### config.mk
export PLATFORM = sky130hd
export DESIGN_NAME = vic_top
export DESIGN_NICKNAME = d
export VERILOG_FILES = /design/src/vic_pkg.sv /design/src/vic_sync.sv /design/src/vic_prio.sv /design/src/vic_top.sv
export SDC_FILE = /design/constraint.sdc
export NUM_CORES = 1
export LEC_CHECK = 0
export ABC_AREA = 1
export BUFFER_PORTS_ARGS = -buffer_cell sky130_fd_sc_hd__buf_4
export CELL_PAD_IN_SITES_DETAIL_PLACEMENT = 1
export CELL_PAD_IN_SITES_GLOBAL_PLACEMENT = 2
export CORE_UTILIZATION = 29
export DETAILED_ROUTE_END_ITERATION = 10
export GPL_ROUTABILITY_DRIVEN = 0
export PLACE_DENSITY_LB_ADDON = 0.1
export SLEW_MARGIN = 20
export SYNTH_ARGS = -nofsm -noshare
export SYNTH_HDL_FRONTEND = slang
export SYNTH_SLANG_ARGS = --single-unit
### constraint.sdc
create_clock -name sys_clk -period 3.9 [get_ports sys_clk]
set_input_delay 0.78 -clock sys_clk [delete_from_list [all_inputs] [get_ports sys_clk]]
set_output_delay 0.78 -clock sys_clk [all_outputs]
set_load 0.005 [all_outputs]
### src/vic_pkg.sv
// constants, register map and state encodings of the vectored interrupt controller
// Notes on behaviour
// - every interrupt branches to one common service address, not a per-source one
// - software trap ranks highest of all; the default dispatch entry ranks lowest
// - thirteen maskable inputs, each with a fixed rank and fixed vector slot
// - all but the trap are maskable; each has enable bit and pending flag set on event
// - pending raises interrupt only with its enable, global enable, and no trap service
// - requests are sampled only at the start of an instruction
// - a pending skip completes before any interrupt is acknowledged
// - among simultaneous eligible requests the highest rank wins, others stay pending
// - reset clears all pending flags, enable bits and the global enable
// - enabling a source whose flag is already set interrupts at once if global enable
// - acknowledge clears global enable, pushes next address, loads the service address
// - the acknowledge sequence takes seven instruction cycles
// - writing 1 to global enable in the status word allows nesting
// - return instruction sets global enable, pops address into the program counter
// - after return any still eligible request is serviced at once, by priority
// - pending flags and enable bits sit in readable and writable registers
// - boot ROM code blocks interrupts, global enable kept, resume on return
// - during self-programming repeat events of an already pending source are lost
// - dispatch uses highest enabled pending source, else the lowest default entry
package vic_pkg;
   localparam int NUM_SRC = 13;
   localparam int ADDR_W = 8;
   localparam int DATA_W = 16;
   localparam int PC_W = 15;
   localparam int SLOT_W = 4;

   // register offsets
   localparam logic [7:0] OFS_ENABLE = 8'h00;
   localparam logic [7:0] OFS_PENDING = 8'h04;
   localparam logic [7:0] OFS_STATUS = 8'h08;

   // status word bit positions
   localparam int STAT_GLOBAL_EN = 0;
   localparam int STAT_TRAP_BUSY = 1;
   localparam int STAT_TRAP_PEND = 2;
   localparam int STAT_ACK_BUSY = 3;
   localparam int STAT_BOOT = 4;

   // values after reset
   localparam logic [NUM_SRC-1:0] ENABLE_RST = 13'h0000;
   localparam logic [NUM_SRC-1:0] PENDING_RST = 13'h0000;
   localparam logic GLOB_EN_RST = 1'b0;

   // common service entry and vector table layout
   localparam logic [PC_W-1:0] SERVICE_ADDR = 15'h00FF;
   localparam logic [7:0] VEC_BASE = 8'hE0;
   localparam logic [SLOT_W-1:0] SLOT_TRAP = 4'hF;
   localparam logic [SLOT_W-1:0] SLOT_DEFAULT = 4'h0;
   // slot of the highest-ranked maskable input (index 0)
   localparam logic [SLOT_W-1:0] SLOT_TOP_MASKABLE = 4'hD;

   // acknowledge length in instruction cycles
   localparam logic [2:0] ACK_TC = 3'h7;

   typedef enum logic [1:0] {
      ST_RUN = 2'b01,
      ST_ACK = 2'b10
   } ack_state_t;
endpackage

### src/vic_sync.sv
// two-flop synchroniser bank for the asynchronous request inputs
module vic_sync #(
   parameter int WIDTH = 13
) (
   input wire logic sys_clk,
   input wire logic reset,
   input wire logic [WIDTH-1:0] async_in,
   output logic [WIDTH-1:0] sync_out
);
   logic [WIDTH-1:0] meta_q;
   logic [WIDTH-1:0] stable_q;

   genvar i;
   generate
      for (i = 0; i < WIDTH; i++) begin : g_bit
         always_ff @(posedge sys_clk or posedge reset) begin
            if (reset) begin
               meta_q[i] <= 1'b0;
               stable_q[i] <= 1'b0;
            end else begin
               meta_q[i] <= async_in[i];
               stable_q[i] <= meta_q[i];
            end
         end
      end
   endgenerate

   assign sync_out = stable_q;
endmodule

### src/vic_prio.sv
// fixed-priority pick: the lowest index that is set wins
module vic_prio #(
   parameter int N = 13,
   parameter int IW = 4
) (
   input wire logic [N-1:0] req,
   output logic [IW-1:0] idx,
   output logic found
);
   // scanning downward lets the lowest set index overwrite the others
   always_comb begin
      idx = '0;
      found = 1'b0;
      for (int i = N - 1; i >= 0; i--) begin
         if (req[i]) begin
            idx = IW'(i);
            found = 1'b1;
         end
      end
   end
endmodule

### src/vic_top.sv
// vectored interrupt controller facing the instruction sequencer and the register port
//
// The implementer's own choices: the strobed register port and the register offsets.
module vic_top #(
   parameter int NUM_SRC = vic_pkg::NUM_SRC
) (
   input wire logic sys_clk,
   input wire logic reset,
   // register port
   input wire logic [vic_pkg::ADDR_W-1:0] reg_addr,
   input wire logic [vic_pkg::DATA_W-1:0] reg_wdata,
   input wire logic reg_wr,
   input wire logic reg_rd,
   output logic [vic_pkg::DATA_W-1:0] reg_rdata,
   // interrupt conditions, asynchronous, rising edge is an event
   input wire logic [NUM_SRC-1:0] src_req,
   // instruction sequencer
   input wire logic instr_start,
   input wire logic skip_next,
   input wire logic tc_tick,
   input wire logic [vic_pkg::PC_W-1:0] ret_addr,
   input wire logic trap_instr,
   input wire logic return_from_int_instr,
   input wire logic vector_dispatch_instr,
   input wire logic boot_rom_active,
   input wire logic in_system_programming,
   output logic int_take,
   output logic ack_busy,
   output logic push_req,
   output logic [vic_pkg::PC_W-1:0] push_addr,
   output logic pc_load,
   output logic [vic_pkg::PC_W-1:0] pc_load_addr,
   output logic dispatch_valid,
   output logic [7:0] dispatch_vec_addr,
   output logic global_int_enable
);
   ////////////////////////////////////////////////////////////////////////////
   // state
   logic [NUM_SRC-1:0] enable_q;
   logic [NUM_SRC-1:0] enable_d;
   logic [NUM_SRC-1:0] pend_q;
   logic [NUM_SRC-1:0] pend_d;
   logic [NUM_SRC-1:0] src_prev_q;
   logic [NUM_SRC-1:0] src_sync;
   logic glob_en_q;
   logic glob_en_d;
   logic trap_pend_q;
   logic trap_pend_d;
   logic nmi_busy_q;
   logic nmi_busy_d;
   vic_pkg::ack_state_t state_q;
   vic_pkg::ack_state_t state_d;
   logic [2:0] tc_cnt_q;
   logic [2:0] tc_cnt_d;
   logic take_q;
   logic push_req_q;
   logic [vic_pkg::PC_W-1:0] push_addr_q;
   logic pc_load_q;
   logic [vic_pkg::PC_W-1:0] pc_load_addr_q;
   logic dispatch_valid_q;
   logic [7:0] dispatch_vec_addr_q;
   logic [vic_pkg::DATA_W-1:0] rdata_q;
   logic [vic_pkg::DATA_W-1:0] rdata_d;

   ////////////////////////////////////////////////////////////////////////////
   // request capture
   vic_sync #(
      .WIDTH(NUM_SRC)
   ) u_sync (
      .sys_clk(sys_clk),
      .reset(reset),
      .async_in(src_req),
      .sync_out(src_sync)
   );

   wire [NUM_SRC-1:0] src_rise = src_sync & ~src_prev_q;
   // while self-programming a repeat event of a pending source is dropped
   wire prog_drop = in_system_programming;
   wire [NUM_SRC-1:0] set_ok = src_rise & ~({NUM_SRC{prog_drop}} & pend_q);

   ////////////////////////////////////////////////////////////////////////////
   // register decode
   wire sel_enable = (reg_addr == vic_pkg::OFS_ENABLE);
   wire sel_pending = (reg_addr == vic_pkg::OFS_PENDING);
   wire sel_status = (reg_addr == vic_pkg::OFS_STATUS);
   wire wr_enable = reg_wr & sel_enable;
   wire wr_pending = reg_wr & sel_pending;
   wire wr_status = reg_wr & sel_status;

   wire [vic_pkg::DATA_W-1:0] status_word = vic_pkg::DATA_W'({
      boot_rom_active,
      (state_q == vic_pkg::ST_ACK),
      trap_pend_q,
      nmi_busy_q,
      glob_en_q
   });
   wire [vic_pkg::DATA_W-1:0] enable_word = vic_pkg::DATA_W'(enable_q);
   wire [vic_pkg::DATA_W-1:0] pend_word = vic_pkg::DATA_W'(pend_q);

   // unmapped addresses read as zero
   always_comb begin
      rdata_d = '0;
      if (reg_rd) begin
         if (sel_enable) begin
            rdata_d = enable_word;
         end else if (sel_pending) begin
            rdata_d = pend_word;
         end else if (sel_status) begin
            rdata_d = status_word;
         end
      end
   end

   ////////////////////////////////////////////////////////////////////////////
   // arbitration
   wire [NUM_SRC-1:0] active = pend_q & enable_q;
   // the boot ROM blocks only the take; global enable itself is untouched
   wire mask_ok = glob_en_q & ~nmi_busy_q & ~boot_rom_active;
   wire any_elig = (|active) & mask_ok;
   wire trap_req = trap_pend_q & ~nmi_busy_q & ~boot_rom_active;
   wire in_run = (state_q == vic_pkg::ST_RUN);
   // sampled only at an instruction start that is not being skipped
   wire take = in_run & instr_start & ~skip_next & (any_elig | trap_req);
   wire take_trap = take & trap_req;
   wire ack_last = (state_q == vic_pkg::ST_ACK) & tc_tick & (tc_cnt_q == vic_pkg::ACK_TC - 3'h1);

   logic [vic_pkg::SLOT_W-1:0] top_idx;
   logic top_found;
   vic_prio #(
      .N(NUM_SRC),
      .IW(vic_pkg::SLOT_W)
   ) u_prio (
      .req(active),
      .idx(top_idx),
      .found(top_found)
   );

   // fixed slot per input: index 0 owns the highest maskable slot
   wire [vic_pkg::SLOT_W-1:0] mask_slot = vic_pkg::SLOT_TOP_MASKABLE - top_idx;
   wire [vic_pkg::SLOT_W-1:0] disp_slot = trap_pend_q ? vic_pkg::SLOT_TRAP :
      (top_found ? mask_slot : vic_pkg::SLOT_DEFAULT);
   wire [7:0] disp_addr = vic_pkg::VEC_BASE + {3'h0, disp_slot, 1'b0};

   ////////////////////////////////////////////////////////////////////////////
   // next state of flags
   always_comb begin
      enable_d = enable_q;
      if (wr_enable) begin
         enable_d = reg_wdata[NUM_SRC-1:0];
      end
   end

   // hardware set wins over a software clear in the same cycle
   always_comb begin
      pend_d = pend_q;
      if (wr_pending) begin
         pend_d = reg_wdata[NUM_SRC-1:0];
      end
      pend_d = pend_d | set_ok;
   end

   // status write first, then return sets, then take clears and wins
   always_comb begin
      glob_en_d = glob_en_q;
      if (wr_status) begin
         glob_en_d = reg_wdata[vic_pkg::STAT_GLOBAL_EN];
      end
      if (return_from_int_instr) begin
         glob_en_d = 1'b1;
      end
      if (take) begin
         glob_en_d = 1'b0;
      end
   end

   // trap flag stays up through its service so dispatch still finds it
   always_comb begin
      trap_pend_d = trap_pend_q;
      nmi_busy_d = nmi_busy_q;
      if (take_trap) begin
         nmi_busy_d = 1'b1;
      end else if (return_from_int_instr & nmi_busy_q) begin
         nmi_busy_d = 1'b0;
         trap_pend_d = 1'b0;
      end
      if (trap_instr) begin
         trap_pend_d = 1'b1;
      end
   end

   ////////////////////////////////////////////////////////////////////////////
   // acknowledge sequence
   always_comb begin
      state_d = state_q;
      tc_cnt_d = tc_cnt_q;
      case (state_q)
         vic_pkg::ST_RUN: begin
            tc_cnt_d = 3'h0;
            if (take) begin
               state_d = vic_pkg::ST_ACK;
            end
         end
         vic_pkg::ST_ACK: begin
            if (ack_last) begin
               state_d = vic_pkg::ST_RUN;
               tc_cnt_d = 3'h0;
            end else if (tc_tick) begin
               tc_cnt_d = tc_cnt_q + 3'h1;
            end
         end
         default: begin
            state_d = vic_pkg::ST_RUN;
            tc_cnt_d = 3'h0;
         end
      endcase
   end

   ////////////////////////////////////////////////////////////////////////////
   // flip-flops
   always_ff @(posedge sys_clk or posedge reset) begin
      if (reset) begin
         enable_q <= vic_pkg::ENABLE_RST;
         pend_q <= vic_pkg::PENDING_RST;
         glob_en_q <= vic_pkg::GLOB_EN_RST;
         src_prev_q <= '0;
      end else begin
         enable_q <= enable_d;
         pend_q <= pend_d;
         glob_en_q <= glob_en_d;
         src_prev_q <= src_sync;
      end
   end

   always_ff @(posedge sys_clk or posedge reset) begin
      if (reset) begin
         trap_pend_q <= 1'b0;
         nmi_busy_q <= 1'b0;
         state_q <= vic_pkg::ST_RUN;
         tc_cnt_q <= 3'h0;
      end else begin
         trap_pend_q <= trap_pend_d;
         nmi_busy_q <= nmi_busy_d;
         state_q <= state_d;
         tc_cnt_q <= tc_cnt_d;
      end
   end

   // the sequencer pushes the address it was about to run
   always_ff @(posedge sys_clk or posedge reset) begin
      if (reset) begin
         take_q <= 1'b0;
         push_req_q <= 1'b0;
         push_addr_q <= '0;
         pc_load_q <= 1'b0;
         pc_load_addr_q <= '0;
      end else begin
         take_q <= take;
         push_req_q <= take;
         if (take) begin
            push_addr_q <= ret_addr;
         end
         pc_load_q <= ack_last;
         pc_load_addr_q <= ack_last ? vic_pkg::SERVICE_ADDR : pc_load_addr_q;
      end
   end

   always_ff @(posedge sys_clk or posedge reset) begin
      if (reset) begin
         dispatch_valid_q <= 1'b0;
         dispatch_vec_addr_q <= '0;
         rdata_q <= '0;
      end else begin
         dispatch_valid_q <= vector_dispatch_instr;
         if (vector_dispatch_instr) begin
            dispatch_vec_addr_q <= disp_addr;
         end
         rdata_q <= rdata_d;
      end
   end

   ////////////////////////////////////////////////////////////////////////////
   // outputs
   assign reg_rdata = rdata_q;
   assign int_take = take_q;
   assign ack_busy = state_q[1]; // one-hot acknowledge bit, straight from its flop
   assign push_req = push_req_q;
   assign push_addr = push_addr_q;
   assign pc_load = pc_load_q;
   assign pc_load_addr = pc_load_addr_q;
   assign dispatch_valid = dispatch_valid_q;
   assign dispatch_vec_addr = dispatch_vec_addr_q;
   assign global_int_enable = glob_en_q;

   ////////////////////////////////////////////////////////////////////////////
   // checks
   AST_SERVICE_ADDR: assert property (
      @(posedge sys_clk) disable iff (reset)
      ack_last |=> pc_load && pc_load_addr == 15'h00FF)
      else $error("service address not loaded at end of acknowledge");

   logic [3:0] seen_ticks_q;
   always_ff @(posedge sys_clk or posedge reset) begin
      if (reset) begin
         seen_ticks_q <= 4'h0;
      end else begin
         seen_ticks_q <= take ? 4'h0 : seen_ticks_q + {3'h0, ack_busy & tc_tick};
      end
   end

   AST_TRAP_TOP: assert property (
      @(posedge sys_clk) disable iff (reset)
      vector_dispatch_instr && trap_pend_q |=> dispatch_valid && dispatch_vec_addr == 8'hFE)
      else $error("trap not dispatched through top entry");

   AST_DEFAULT_ENTRY: assert property (
      @(posedge sys_clk) disable iff (reset)
      vector_dispatch_instr && !trap_pend_q && active == '0 |=> dispatch_vec_addr == 8'hE0)
      else $error("default entry not used with nothing pending");

   AST_TOP_SLOT: assert property (
      @(posedge sys_clk) disable iff (reset)
      vector_dispatch_instr && !trap_pend_q && active[0] |=> dispatch_vec_addr == 8'hFA)
      else $error("highest maskable source not chosen");

   AST_GATED: assert property (
      @(posedge sys_clk) disable iff (reset)
      take && !trap_req |-> glob_en_q && !nmi_busy_q && (active != '0))
      else $error("maskable take without its gating conditions");

   AST_BOUNDARY: assert property (
      @(posedge sys_clk) disable iff (reset)
      int_take |-> $past(instr_start) && !$past(skip_next))
      else $error("take outside a plain instruction start");

   AST_ACK_ENTRY: assert property (
      @(posedge sys_clk) disable iff (reset)
      take |=> !glob_en_q && push_req && push_addr == $past(ret_addr) && ack_busy)
      else $error("acknowledge entry actions missing");

   AST_ACK_LENGTH: assert property (
      @(posedge sys_clk) disable iff (reset)
      pc_load |-> seen_ticks_q == 4'h7)
      else $error("acknowledge did not end after seven instruction cycles");

   AST_RETURN_GLOB_EN: assert property (
      @(posedge sys_clk) disable iff (reset)
      return_from_int_instr && !take |=> glob_en_q)
      else $error("return did not set global enable");

   AST_BOOT_BLOCK: assert property (
      @(posedge sys_clk) disable iff (reset)
      boot_rom_active && !wr_status && !return_from_int_instr |=> !int_take && $stable(glob_en_q))
      else $error("interrupt taken from boot ROM");

   AST_EVENT_SETS: assert property (
      @(posedge sys_clk) disable iff (reset)
      src_rise != '0 && !in_system_programming |=> (pend_q & $past(src_rise)) == $past(src_rise))
      else $error("event lost against a clear");

   AST_IMMEDIATE: assert property (
      @(posedge sys_clk) disable iff (reset)
      in_run && instr_start && !skip_next && mask_ok && active != '0 |=> int_take)
      else $error("eligible request not taken at instruction start");
endmodule

After elaboration in Yosys (flattened, before gate mapping)
Cells that the tools add are included.
{ "classes": {"n_addsub": 3, "n_mul": 0, "div": 0, "order_cmp": 0, "n_eq_ne": 9, "n_shift": 0, "n_mux": 46, "bitwise_logic": 26, "reduce_logical": 7} }
{ "op_table": {"columns": ["cell", "n"], "rows": [
  ["$mux W4", 15],
  ["$and A13 B13 Y13", 4],
  ["$mux W13", 4],
  ["$not A13 Y13", 2],
  ["$mux W1", 20],
  ["$and A1 B1 Y1", 15],
  ["$or A13 B13 Y13", 1],
  ["$reduce_or A13 Y1", 1],
  ["$mux W3", 3],
  ["$eq A8 B3 Y1 const B", 1],
  ["$eq A8 B4 Y1 const B", 1],
  ["$logic_not A8 Y1", 1],
  ["$add A6 B6 Y7 const A", 1],
  ["$mux W5", 1],
  ["$mux W2", 2],
  ["$ne A2 B1 Y1 const B", 2],
  ["$pmux W2 S2", 1],
  ["$reduce_and A2 Y1", 2],
  ["$reduce_bool A2 Y1", 2],
  ["$sub A4 B4 Y4 const A", 1],
  ["$add A3 B1 Y3 const B", 1],
  ["$eq A3 B3 Y1 const B", 1],
  ["$ne A3 B2 Y1 const B", 1],
  ["$not A1 Y1", 3],
  ["other kinds (5)", 5]
]} }
{ "totals": {"ff_bits": 116, "latch_bits": 0, "ramBits": 0, "rom_bits": 0, "inputBits": 64, "output_inout_bits": 60, "elab_cells": 132, "mem_count": 0} }

Logic depth before layout (Yosys ltp)
Gate-level depths: netlist (run 1).
{ "logic_depth": {"depth_word": 18, "ltp_mapped": 15, "ltp_nobuf": 15} }

Modules after synthesis
Synthesis (run 1) repeated with hierarchy kept, for this count alone.
{ "unflattened": {"cells_unflattened": 496, "area_unflattened_um2": 4650.7} }
{ "by_module_without_submodules": {"columns": ["mod", "n_inst", "cells_per_inst", "area_each_um2"], "rows": [
  ["vic_top", 1, 435, 3816.2],
  ["vic_sync", 1, 27, 654.4],
  ["vic_prio", 1, 34, 180.2]
]} }

Worst setup path after synthesis (run 1)
OpenSTA, ideal clock, no wires.
{ "synth_path": {"path_kind": "input port to flip-flop", "start": "in reg_addr[1] (netlist bit)", "end": "reg enable_q[0]", "arrival_ns": 1.818, "t_required_ns": 3.775, "slack_ns": 1.957, "stages": 4, "n_path_buf": 0, "path_cell_list": "or2_4 -> nor4_4 -> nand2_4 -> mux2_4"} }
{ "synth_between": {"elab_chain_cells": 2} }
{ "synth_rtl": {"columns": ["element", "line_no", "text"], "rows": [
  ["start, declared", "vic_top.sv:10", "input wire logic [vic_pkg::ADDR_W-1:0] reg_addr,"],
  ["$logic_not A8 Y1", "vic_top.sv:83", "wire sel_enable = (reg_addr == vic_pkg::OFS_ENABLE);"],
  ["$and A1 B1 Y1", "vic_top.sv:86", "wire wr_enable = reg_wr & sel_enable;"],
  ["end signal, assigned", "vic_top.sv:222", "enable_q <= vic_pkg::ENABLE_RST;"],
  ["end signal, assigned", "vic_top.sv:227", "enable_q <= enable_d;"],
  ["end, declared", "vic_top.sv:39", "logic [NUM_SRC-1:0] enable_q;"]
]} }
Every way passes these cells.
A chain may end at the register's enable or synchronous reset.

Worst setup path in the final report (run 1)
{ "layout_path": {"start": "in reg_addr[1] (netlist bit)", "end": "reg pend_q[2]"} }
{ "layout_between": {"elab_chain_cells": 4} }
{ "layout_rtl": {"columns": ["element", "line_no", "text"], "rows": [
  ["$eq A8 B3 Y1", "vic_top.sv:84", "wire sel_pending = (reg_addr == vic_pkg::OFS_PENDING);"],
  ["$and A1 B1 Y1", "vic_top.sv:87", "wire wr_pending = reg_wr & sel_pending;"],
  ["$mux W13", "vic_top.sv:156", "if (wr_pending) begin"],
  ["$or A13 B13 Y13", "vic_top.sv:159", "pend_d = pend_d | set_ok;"],
  ["named net pend_d[2]", "vic_top.sv:42", "logic [NUM_SRC-1:0] pend_d;"],
  ["end signal, assigned", "vic_top.sv:223", "pend_q <= vic_pkg::PENDING_RST;"],
  ["end signal, assigned", "vic_top.sv:228", "pend_q <= pend_d;"],
  ["end, declared", "vic_top.sv:41", "logic [NUM_SRC-1:0] pend_q;"]
]} }
The timed path passes the listed nets, and every way through them passes these cells.

==> results of run 1 <==
## final cells by class
| type | instances | area, um2 |
|---|---|---|
| fillers | 1712 | 9480 |
| flip-flops and latches | 110 | 2750 |
| multi-input cells | 271 | 1390 |
| repair buffers | 111 | 846 |
| clock buffers | 10 | 239 |
| well taps | 188 | 235 |
| inverters | 35 | 139 |
| clock inverters | 5 | 60.1 |
## critical path, stage by stage
cell and delay, ns:
buf_4 0.11, or2_4 0.26, nor2_1 0.10, and3_1 0.56, inv_2 0.09, nor2_4 0.13
inv_2 0.21, nand2_1 0.14, o211ai_2 0.09
## cell usage after synthesis (2+ instances only)
library cell	number
a21oi_1	15
a31oi_1	4
and3_1	2
buf_4	23
buf_6	5
clkbuf_1	2
dfrtp_1	109
ha_1	3
inv_1	32
inv_2	2
mux2_4	2
nand2_1	155
nand2_4	2
nand3_1	8
nand3b_1	13
nor2_1	12
nor2_2	2
o211ai_2	11
o21ai_0	4
o21ai_1	11
or2_2	2
## worst paths after layout
check	from	to	slack (ns)	depth (start not counted)
max	reg_addr[1]	pend_q[2]$_DFF_PP0_	1.65	9
min in group asynchronous	reset	u_sync.meta_q[11]$_DFF_PP0_	0.49	2
max in group asynchronous	reset	state_q[0]$_DFFE_PP1P_	2.64	3
max reg2reg	pend_q[7]$_DFF_PP0_	push_addr[4]$_DFFE_PP0P_	2.13	11
min	u_sync.meta_q[0]$_DFF_PP0_	u_sync.sync_out[0]$_DFF_PP0_	0.35	0
min reg2reg	u_sync.meta_q[0]$_DFF_PP0_	u_sync.sync_out[0]$_DFF_PP0_	0.35	0
## report_power, final
group	leakage, nW	internal (mW)	switching (mW)
registers	1.31	1.24	0.0616
clock network	0.145	0.513	0.405
logic	1.41	0.183	0.173
total	2.87	1.94	0.639
## through the flow
stage          std cells   util  total power, mW
2_1_floorplan        448      -             1.49
3_3_place_gp         715  0.354             1.68
3_5_place_dp         715  0.354             1.69
4_1_cts              730  0.374             2.63
5_1_grt              730  0.374             2.73
6_report             730  0.374             2.58
## state kept, by name, summed over array words and instances, names as in the netlist, 2 cells and up
register	flops
enable_q	13
tc_cnt_q	3
state_q	2
reg_rdata	13
dispatch_vec_addr	5
pend_q	13
u_sync.sync_out	13
src_prev_q	13
u_sync.meta_q	13
push_addr	15
## cell families (layout without fill, tap and decap cells)
logic type	count (synthesis)	in the layout	share of synthesized area
adders and majority gates	3	3	0.00835
and+or+nand+nor	204	204	0.202
AOI/OAI and AO/OA	51	51	0.0829
buffers and inverters	67	161	0.0873
muxes	2	2	0.00668
other	1	11	0.000834
DFF	110	110	0.612
## per-layer routing
layer / GRT usage / part of all wire / vias to the layer above
li1: - / - / 1567
met1: 0.187 / 0.50 / 1541
met2: 0.205 / 0.44 / 70
met3: 0.0261 / 0.042 / 14
met4: 0.0595 / 0.017 / 0
met5: 0 / 0 / -
==> impl_metrics.toml, run 1 <==
[grt]
overflow = 0
grt_pass1_wl_mm = 16.5
grt_pass1_vias = 3183
grt.total_usage = 0.135
grt_max_degree = 69
antenna_found_initial = 0

[yosys]
synth_area_leader_cell = "dfrtp_1"
seq_area_frac_synth = 0.612
ys_ff_latch = 110
synthTopCellsByArea = "dfrtp_1 (61%), nand2_1 (13%), buf_4 (3.8%)"
syn_inst = 438
syn_area_mm2 = 0.00450
yosys_warnings = 0
syn_area_per_cell_um2 = 10.3
ys.flop_type = "dfrtp_1"
async_flop_share = 1.00
synth_edf_count = 0
netlist.area_leader.share = 0.606
synth_cell_types = 40

[routing]
routedWlPerCell_um = 13.9
totalWireLength_mm = 10.1
drt.antenna.violating_nets = 0
first_pass_iters = 4
drc = 0
drtIter0Drc = 91
via_per_inst = 4.37
vias = 3192

[placement]
post-place-ws_ns = 1.26
hpwl_mm = 7.39
placed_cell_area_mm2 = 0.00536
io_buffer_count = 109

[critical_path]
critPathCaptureType = "flip-flop"
crit_fanout = 24
cp-start-kind = "input port"
path_class = "in2reg"
cp.required_ns = 4.12
cp_data_arrival_time_ns = 2.47

[timing]
rsz0062_at_grt = "no"
min_period_over_period = 0.578
slew_headroom = 0.588
min_period_ns = 2.25
clock.fmax_mhz = 444
setup_ws_ns = 1.65
tightest_slew_ns = 0.618
finalHoldViolCount = 0
setup_viol = 0
report.final.slew_viol_count = 0
fin_tns_setup_ns = 0
hold_slack_ns = 0.350
finClkSkew_ns = 0.00434

[power]
powerDensity_mw_per_mm2 = 455
vdd_ir_drop_max_v = 0.000190
p_leak_nw = 2.87

[die]
die_h_um = 127
io_pins = 124
num_rows = 45
dieArea_mm2 = 0.0160
fp.dieW_um = 127
core-area_mm2 = 0.0151
initial_core_util = 0.297

[final_layout]
final_cell_mix = "nand2_1 (155), buf_4 (110), dfrtp_1 (109), inv_1 (31), a21oi_1 (15)"
diodes = 0
nets = 605
drive_above_1_share = 0.288
syn2layout_area_growth_pct = 25.9
final_common_cell = "nand2_1"
design_area_mm2 = 0.00566

[clock_network]
insertion_delay_ns = 0.34
post-cts-setup-buffer-count = 0
cts_tree = "done"
clk_pin_slew_ns = 0.07
cts_buffers = 9
cts-root-buf = "clkbuf_16"
cts_resized = 0
htreeDepth = 3
ctsHoldBuffers = 0
clockBufferDepth = 2
clock-sinks = 110

[run]
maxCapViolCount = 0

[hold_path]
hold_path.class = "reg2reg"

[status]
outcome = "finished clean"
Note: power is estimated with default switching activity, not from simulation.
==> run 2: changes to the inputs <==
--- a/config.mk
+++ b/config.mk
@@ -5,11 +5,11 @@
 export SDC_FILE = /design/constraint.sdc
 export NUM_CORES = 1
 export LEC_CHECK = 0
-export ABC_AREA = 1
+export ABC_AREA = 0
 export BUFFER_PORTS_ARGS = -buffer_cell sky130_fd_sc_hd__buf_4
 export CELL_PAD_IN_SITES_DETAIL_PLACEMENT = 1
 export CELL_PAD_IN_SITES_GLOBAL_PLACEMENT = 2
-export CORE_UTILIZATION = 29
+export CORE_UTILIZATION = 34
 export DETAILED_ROUTE_END_ITERATION = 10
 export GPL_ROUTABILITY_DRIVEN = 0
 export PLACE_DENSITY_LB_ADDON = 0.1
==> constraint.sdc (replaced) <==
create_clock -name sys_clk -period 2.1 [get_ports sys_clk]
set_input_delay 0.42 -clock sys_clk [delete_from_list [all_inputs] [get_ports sys_clk]]
set_output_delay 0.42 -clock sys_clk [all_outputs]
set_load 0.005 [all_outputs]
==> impl_metrics.toml, run 2 <==
[clock_network]
clk_pin_slew_ns = 0.07
clockBufferDepth = 2
clock-sinks = 110
cts_tree = "done"
cts_buffers = 9
insertion_delay_ns = 0.35
cts-root-buf = "clkbuf_16"
htreeDepth = 3
post-cts-setup-buffer-count = 0

[timing]
min_period_over_period = 0.960
clock.fmax_mhz = 496
finClkSkew_ns = 0.00429
report.final.slew_viol_count = 0
tightest_slew_ns = 0.595
slew_headroom = 0.604
rsz0062_at_grt = "no"
hold_slack_ns = 0.174
setup_viol = 0
finalHoldViolCount = 0
fin_tns_setup_ns = 0
min_period_ns = 2.01

[yosys]
synth_cell_types = 54
seq_area_frac_synth = 0.616
ys_ff_latch = 110
yosys_warnings = 0
syn_area_per_cell_um2 = 13.0
syn_inst = 345
netlist.area_leader.share = 0.610
syn_area_mm2 = 0.00447
synth_commonest_cells = "dfrtp_1 (109), nor2_1 (28), nand2_1 (25)"
synth_edf_count = 0
synthTopCellsByArea = "dfrtp_1 (61%), mux2_2 (5.8%), mux2i_1 (4.3%)"
synth_area_leader_cell = "dfrtp_1"
synth_most_common_cell = "dfrtp_1"
async_flop_share = 1.00
ys.flop_type = "dfrtp_1"

[power]
p_leak_nw = 2.77
power_frac_comb = 0.143
p_int_mw = 3.67
swShare = 0.225
powerDensity_mw_per_mm2 = 805
p_total_mw = 4.73
vdd_ir_drop_max_v = 0.000412
seq_power_share = 0.500
power_switching_mw = 1.07
clkPwrFrac = 0.357

[run]
maxCapViolCount = 0

[routing]
via_per_inst = 4.70
first_pass_iters = 5
drc = 0
totalWireLength_mm = 10.3
drt.antenna.violating_nets = 0
routedWlPerCell_um = 15.8
vias = 3054
drtIter0Drc = 77

[critical_path]
path_class = "reg2reg"
cp_data_arrival_time_ns = 2.25
critPathCaptureType = "flip-flop"
cp.required_ns = 2.33
crit_fanout = 16
cp-start-kind = "flip-flop"

[die]
core-area_mm2 = 0.0127
fp.dieW_um = 117
io_pins = 124
die_h_um = 117
initial_core_util = 0.351
num_rows = 41
dieArea_mm2 = 0.0136

[grt]
overflow = 0
grt_max_degree = 111
grt_pass1_vias = 3110
grt_pass1_wl_mm = 16.3
antenna_found_initial = 0
grt.total_usage = 0.161

[final_layout]
largest_register_ff_count = 15
num-fill-cells = 1398
nets = 542
diodes = 0
final_cell_mix = "buf_4 (135), dfrtp_1 (109), nor2_1 (28), nand2_1 (25), mux2_2 (23)"
final_common_cell = "buf_4"
final_util = 0.462
syn2layout_area_growth_pct = 31.5
drive_above_1_share = 0.412

[placement]
io_buffer_count = 109
hpwl_mm = 7.47

[hold_path]
hold_path.class = "in2reg"

[status]
outcome = "finished clean"
[run 2: cell families after synthesis]
| group | count (synthesis) | share of synthesized area |
|---|---|---|
| buffers and inverters | 34 | 0.0554 |
| and+or+nand+nor | 93 | 0.109 |
| DFF | 110 | 0.616 |
| other | 1 | 0.000839 |
| adders and majority gates | 3 | 0.00839 |
| AOI/OAI and AO/OA | 55 | 0.0881 |
| muxes | 48 | 0.121 |
| xor gates and xnor gates | 1 | 0.00196 |
[run 2: cell type report]
class,instances,area [um2],area share
clock inverter,1,30.0,0.00511
clock buffer,13,260,0.0443
timing repair buffer,138,1070,0.183
tap,172,215,0.0366
multi-input combinational,211,1520,0.259
inverter,5,22.5,0.00383
sequential,110,2750,0.468
[run 2: stage by stage]
stage / worst slack [ns] / cell area, um2 / std cells
6_report: 0.0850 / 5880 / 650
5_1_grt: 0.00263 / 5880 / 650
4_1_cts: 0.0569 / 5860 / 650
3_5_place_dp: 0.00524 / 5570 / 636
3_3_place_gp: 0.0523 / 5570 / 636
2_1_floorplan: 0.187 / 4510 / 355
[run 2: timing repair]
action / in CTS / in global routing
hold buffers: 0 / 0
hold endpoints to repair: 0 / 0
setup endpoints to repair: 1 / 16
gates resized for setup: 1 / 4
[run 2: final timing paths]
check                                           start                            to  slack [ns]  cells after the start
min in group asynchronous                       reset       reg_rdata[11]$_DFF_PP0_        0.24                      3
max in group asynchronous                       reset           pend_q[1]$_DFF_PP0_        1.41                      3
hold / removal                             src_req[7]    u_sync.meta_q[7]$_DFF_PP0_        0.17                      1
hold reg to reg            u_sync.meta_q[1]$_DFF_PP0_  u_sync.sync_out[1]$_DFF_PP0_        0.35                      0
setup / recovery              enable_q[7]$_DFFE_PP0P_      push_addr[2]$_DFFE_PP0P_        0.09                      6
setup reg to reg              enable_q[7]$_DFFE_PP0P_      push_addr[2]$_DFFE_PP0P_        0.09                      6
[run 2: critical path: stages, from the launching register on]
cell and delay, ns:
dfrtp_1 0.43, a22oi_2 0.30, nand4_2 0.19, nor3_4 0.27
a211o_1 0.21, buf_12 0.17, mux2_2 0.34
[run 2: metal layers]
layer / vias to the layer above / track usage / part of all wire
li1: 1421 / - / -
met5: - / 0 / 0
met3: 12 / 0.0368 / 0.045
met2: 72 / 0.254 / 0.48
met1: 1549 / 0.212 / 0.46
met4: 0 / 0.0759 / 0.019
[run 2: power by group through the flow]
stage	logic (mW)	clock network (mW)	registers, mW
finish	0.676	1.69	2.37
global route	0.751	1.85	2.39
CTS	0.681	1.76	2.37
detailed placement	0.679	0	2.41
global placement	0.663	0	2.40
floorplan	0.315	0	2.40
==> run 3: changes to the inputs <==
--- a/config.mk
+++ b/config.mk
@@ -9,11 +9,13 @@
 export BUFFER_PORTS_ARGS = -buffer_cell sky130_fd_sc_hd__buf_4
 export CELL_PAD_IN_SITES_DETAIL_PLACEMENT = 1
 export CELL_PAD_IN_SITES_GLOBAL_PLACEMENT = 2
-export CORE_UTILIZATION = 34
+export CORE_MARGIN = 2
+export CORE_UTILIZATION = 33
 export DETAILED_ROUTE_END_ITERATION = 10
 export GPL_ROUTABILITY_DRIVEN = 0
 export PLACE_DENSITY_LB_ADDON = 0.1
 export SLEW_MARGIN = 20
 export SYNTH_ARGS = -nofsm -noshare
 export SYNTH_HDL_FRONTEND = slang
+export SYNTH_HIERARCHICAL = 1
 export SYNTH_SLANG_ARGS = --single-unit
==> impl_metrics.toml, run 3 <==
[status]
outcome = "finished clean"

[yosys]
ys_ff_latch = 110
syn_inst = 473
yosys_warnings = 6
syn_area_mm2 = 0.00499
synth_commonest_cells = "dfrtp_1 (109), nand2_1 (55), nor2_1 (37)"
synth_most_common_cell = "dfrtp_1"
seq_area_frac_synth = 0.551
synthTopCellsByArea = "dfrtp_1 (55%), nand2_1 (4.1%), mux2_2 (3.4%)"
synth_area_leader_cell = "dfrtp_1"
netlist.area_leader.share = 0.546
synth_cell_types = 49
syn_area_per_cell_um2 = 10.6
ys.flop_type = "dfrtp_1"
async_flop_share = 1.00
synth_edf_count = 0

[clock_network]
clk_pin_slew_ns = 0.08
cts_tree = "done"
clockBufferDepth = 2
insertion_delay_ns = 0.35
cts_buffers = 9
post-cts-setup-buffer-count = 0
htreeDepth = 3
clock-sinks = 110
cts-root-buf = "clkbuf_16"
ctsHoldBuffers = 0

[power]
p_int_mw = 3.78
swShare = 0.271
p_leak_nw = 3.09
p_total_mw = 5.18
powerDensity_mw_per_mm2 = 813
power_switching_mw = 1.40
vdd_ir_drop_max_v = 0.000327
seq_power_share = 0.451
power_frac_comb = 0.184
clkPwrFrac = 0.365

[final_layout]
largest_register_ff_count = 15
final_cell_mix = "buf_4 (131), dfrtp_1 (109), nand2_1 (55), nor2_1 (37)"
syn2layout_area_growth_pct = 27.5
diodes = 0
final_common_cell = "buf_4"
drive_above_1_share = 0.312
nets = 648
design_area_mm2 = 0.00637

[routing]
routedWlPerCell_um = 16.7
drtIter0Drc = 139
totalWireLength_mm = 12.9
via_per_inst = 4.99
first_pass_iters = 4
drt.antenna.violating_nets = 0
vias = 3843
drc = 0

[critical_path]
path_class = "reg2reg"
r2r_slack_ns = 0.16
r2r_start = "enable_q[6]$_DFFE_PP0P_"
cp_data_arrival_time_ns = 2.19
crit_fanout = 4
cp.required_ns = 2.35
critPathCaptureType = "flip-flop"
cp-start-kind = "flip-flop"
timing.rr.end = "dispatch_vec_addr[4]$_DFFE_PP0P_"
r2r_cells = 9

[die]
die_h_um = 127
dieArea_mm2 = 0.0161
io_pins = 124
core-area_mm2 = 0.0146
fp.dieW_um = 127
num_rows = 44
initial_core_util = 0.341

[grt]
grt_pass1_vias = 3936
overflow = 0
grt_max_degree = 69
grt.total_usage = 0.165
grt_pass1_wl_mm = 20.9
antenna_found_initial = 0

[timing]
finClkSkew_ns = 0.0103
report.final.slew_viol_count = 0
slew_headroom = 0.673
clock.fmax_mhz = 516
min_period_ns = 1.94
rsz0062_at_grt = "no"
min_period_over_period = 0.924
finalHoldViolCount = 0
tightest_slew_ns = 0.479
setup_viol = 0

[placement]
hpwl_mm = 9.36
placed_cell_area_mm2 = 0.00602
io_buffer_count = 109

[hold_path]
hold_path.class = "in2async"

[run]
maxCapViolCount = 0
[run 3: cell types whose count changed after synthesis, moves of 5 or more]
cell	delta
and2_1	+10
mux2_4	-6
mux2i_1	-5
a22o_1	-5
nor2_1	+9
mux2_2	-8
a32oi_1	+14
a22oi_1	+6
nor2b_1	+6
inv_1	+20
a31oi_1	+13
clkbuf_1	+14
o211ai_1	+16
nand2_1	+30
[run 3: cell families after synthesis]
family | after synthesis | synth area share
AO/OA/AOI/OAI | 101 | 0.140
XOR/XNOR | 1 | 0.00175
adder cells (fa/ha/maj) | 3 | 0.00752
buffers and inverters | 72 | 0.0744
flip-flops | 110 | 0.551
multiplexers | 29 | 0.0619
other | 1 | 0.000751
AND/OR/NAND/NOR | 156 | 0.162
[run 3: metal layers]
layer | vias up | GRT usage | routed length (um)
li1 | 1839 | - | -
met1 | 1897 | 0.233 | 6260
met5 | - | 0 | 0
met2 | 92 | 0.258 | 5880
met4 | 0 | 0.0588 | 208
met3 | 15 | 0.0272 | 508
[run 3: how the worst max path moves through the flow]
stage / cells after the start / startpoint / to
after global routing: 9 / enable_q[6]$_DFFE_PP0P_ / dispatch_vec_addr[4]$_DFFE_PP0P_
final: 9 / enable_q[6]$_DFFE_PP0P_ / dispatch_vec_addr[4]$_DFFE_PP0P_
after CTS: 9 / pend_q[8]$_DFF_PP0_ / dispatch_vec_addr[4]$_DFFE_PP0P_
after global placement: 6 / reg_addr[1] / enable_q[8]$_DFFE_PP0P_
after detailed placement: 6 / reg_addr[1] / reg_rdata[0]$_DFF_PP0_
after floorplan: 7 / reg_addr[1] / enable_q[0]$_DFFE_PP0P_
[run 3: power by group through the flow]
stage                     Sequential (mW)  Combinational, mW  Clock, mW
after floorplan                      2.36              0.571          0
after global placement               2.37              0.925          0
after detailed placement             2.38              0.959          0
after CTS                            2.34              0.962       1.95
after global routing                 2.36               1.07       2.02
final                                2.33              0.954       1.89
[run 3: timing repair]
item                       CTS  global route
setup endpoints to repair    0            14
resized for setup            0             4
hold endpoints to repair     0             0
[run 3: critical path: stages (launching register included)]
cell and delay (ns):
dfrtp_1 0.42, and2_1 0.22, nor2_1 0.15, o31ai_2 0.11
a211oi_2 0.27, nor3_2 0.08, ha_1 0.23, xnor2_1 0.12
a21oi_1 0.15, a21oi_1 0.08
[run 3: cell type report]
cell class                 instances  area [um2]
sequential                       110        2750
multi-input combinational        301        1930
inverter                          26         101
clock inverter                     6         100
timing repair buffer             133        1020
clock buffer                      10         229
tap                              184         230
fill                            1617        8280
[run 3: stage by stage]
stage | util | hold slack [ns] | worst slack [ns] | std cells | TNS [ns]
2_1_floorplan | - | 0.331 | 0.0171 | 483 | 0
3_3_place_gp | 0.411 | 0.332 | -0.114 | 754 | -1.88
3_5_place_dp | 0.411 | 0.336 | -0.134 | 754 | -2.59
4_1_cts | 0.434 | 0.133 | 0.0600 | 770 | 0
5_1_grt | 0.435 | 0.153 | 0.00662 | 770 | 0
6_report | 0.435 | 0.130 | 0.161 | 770 | 0
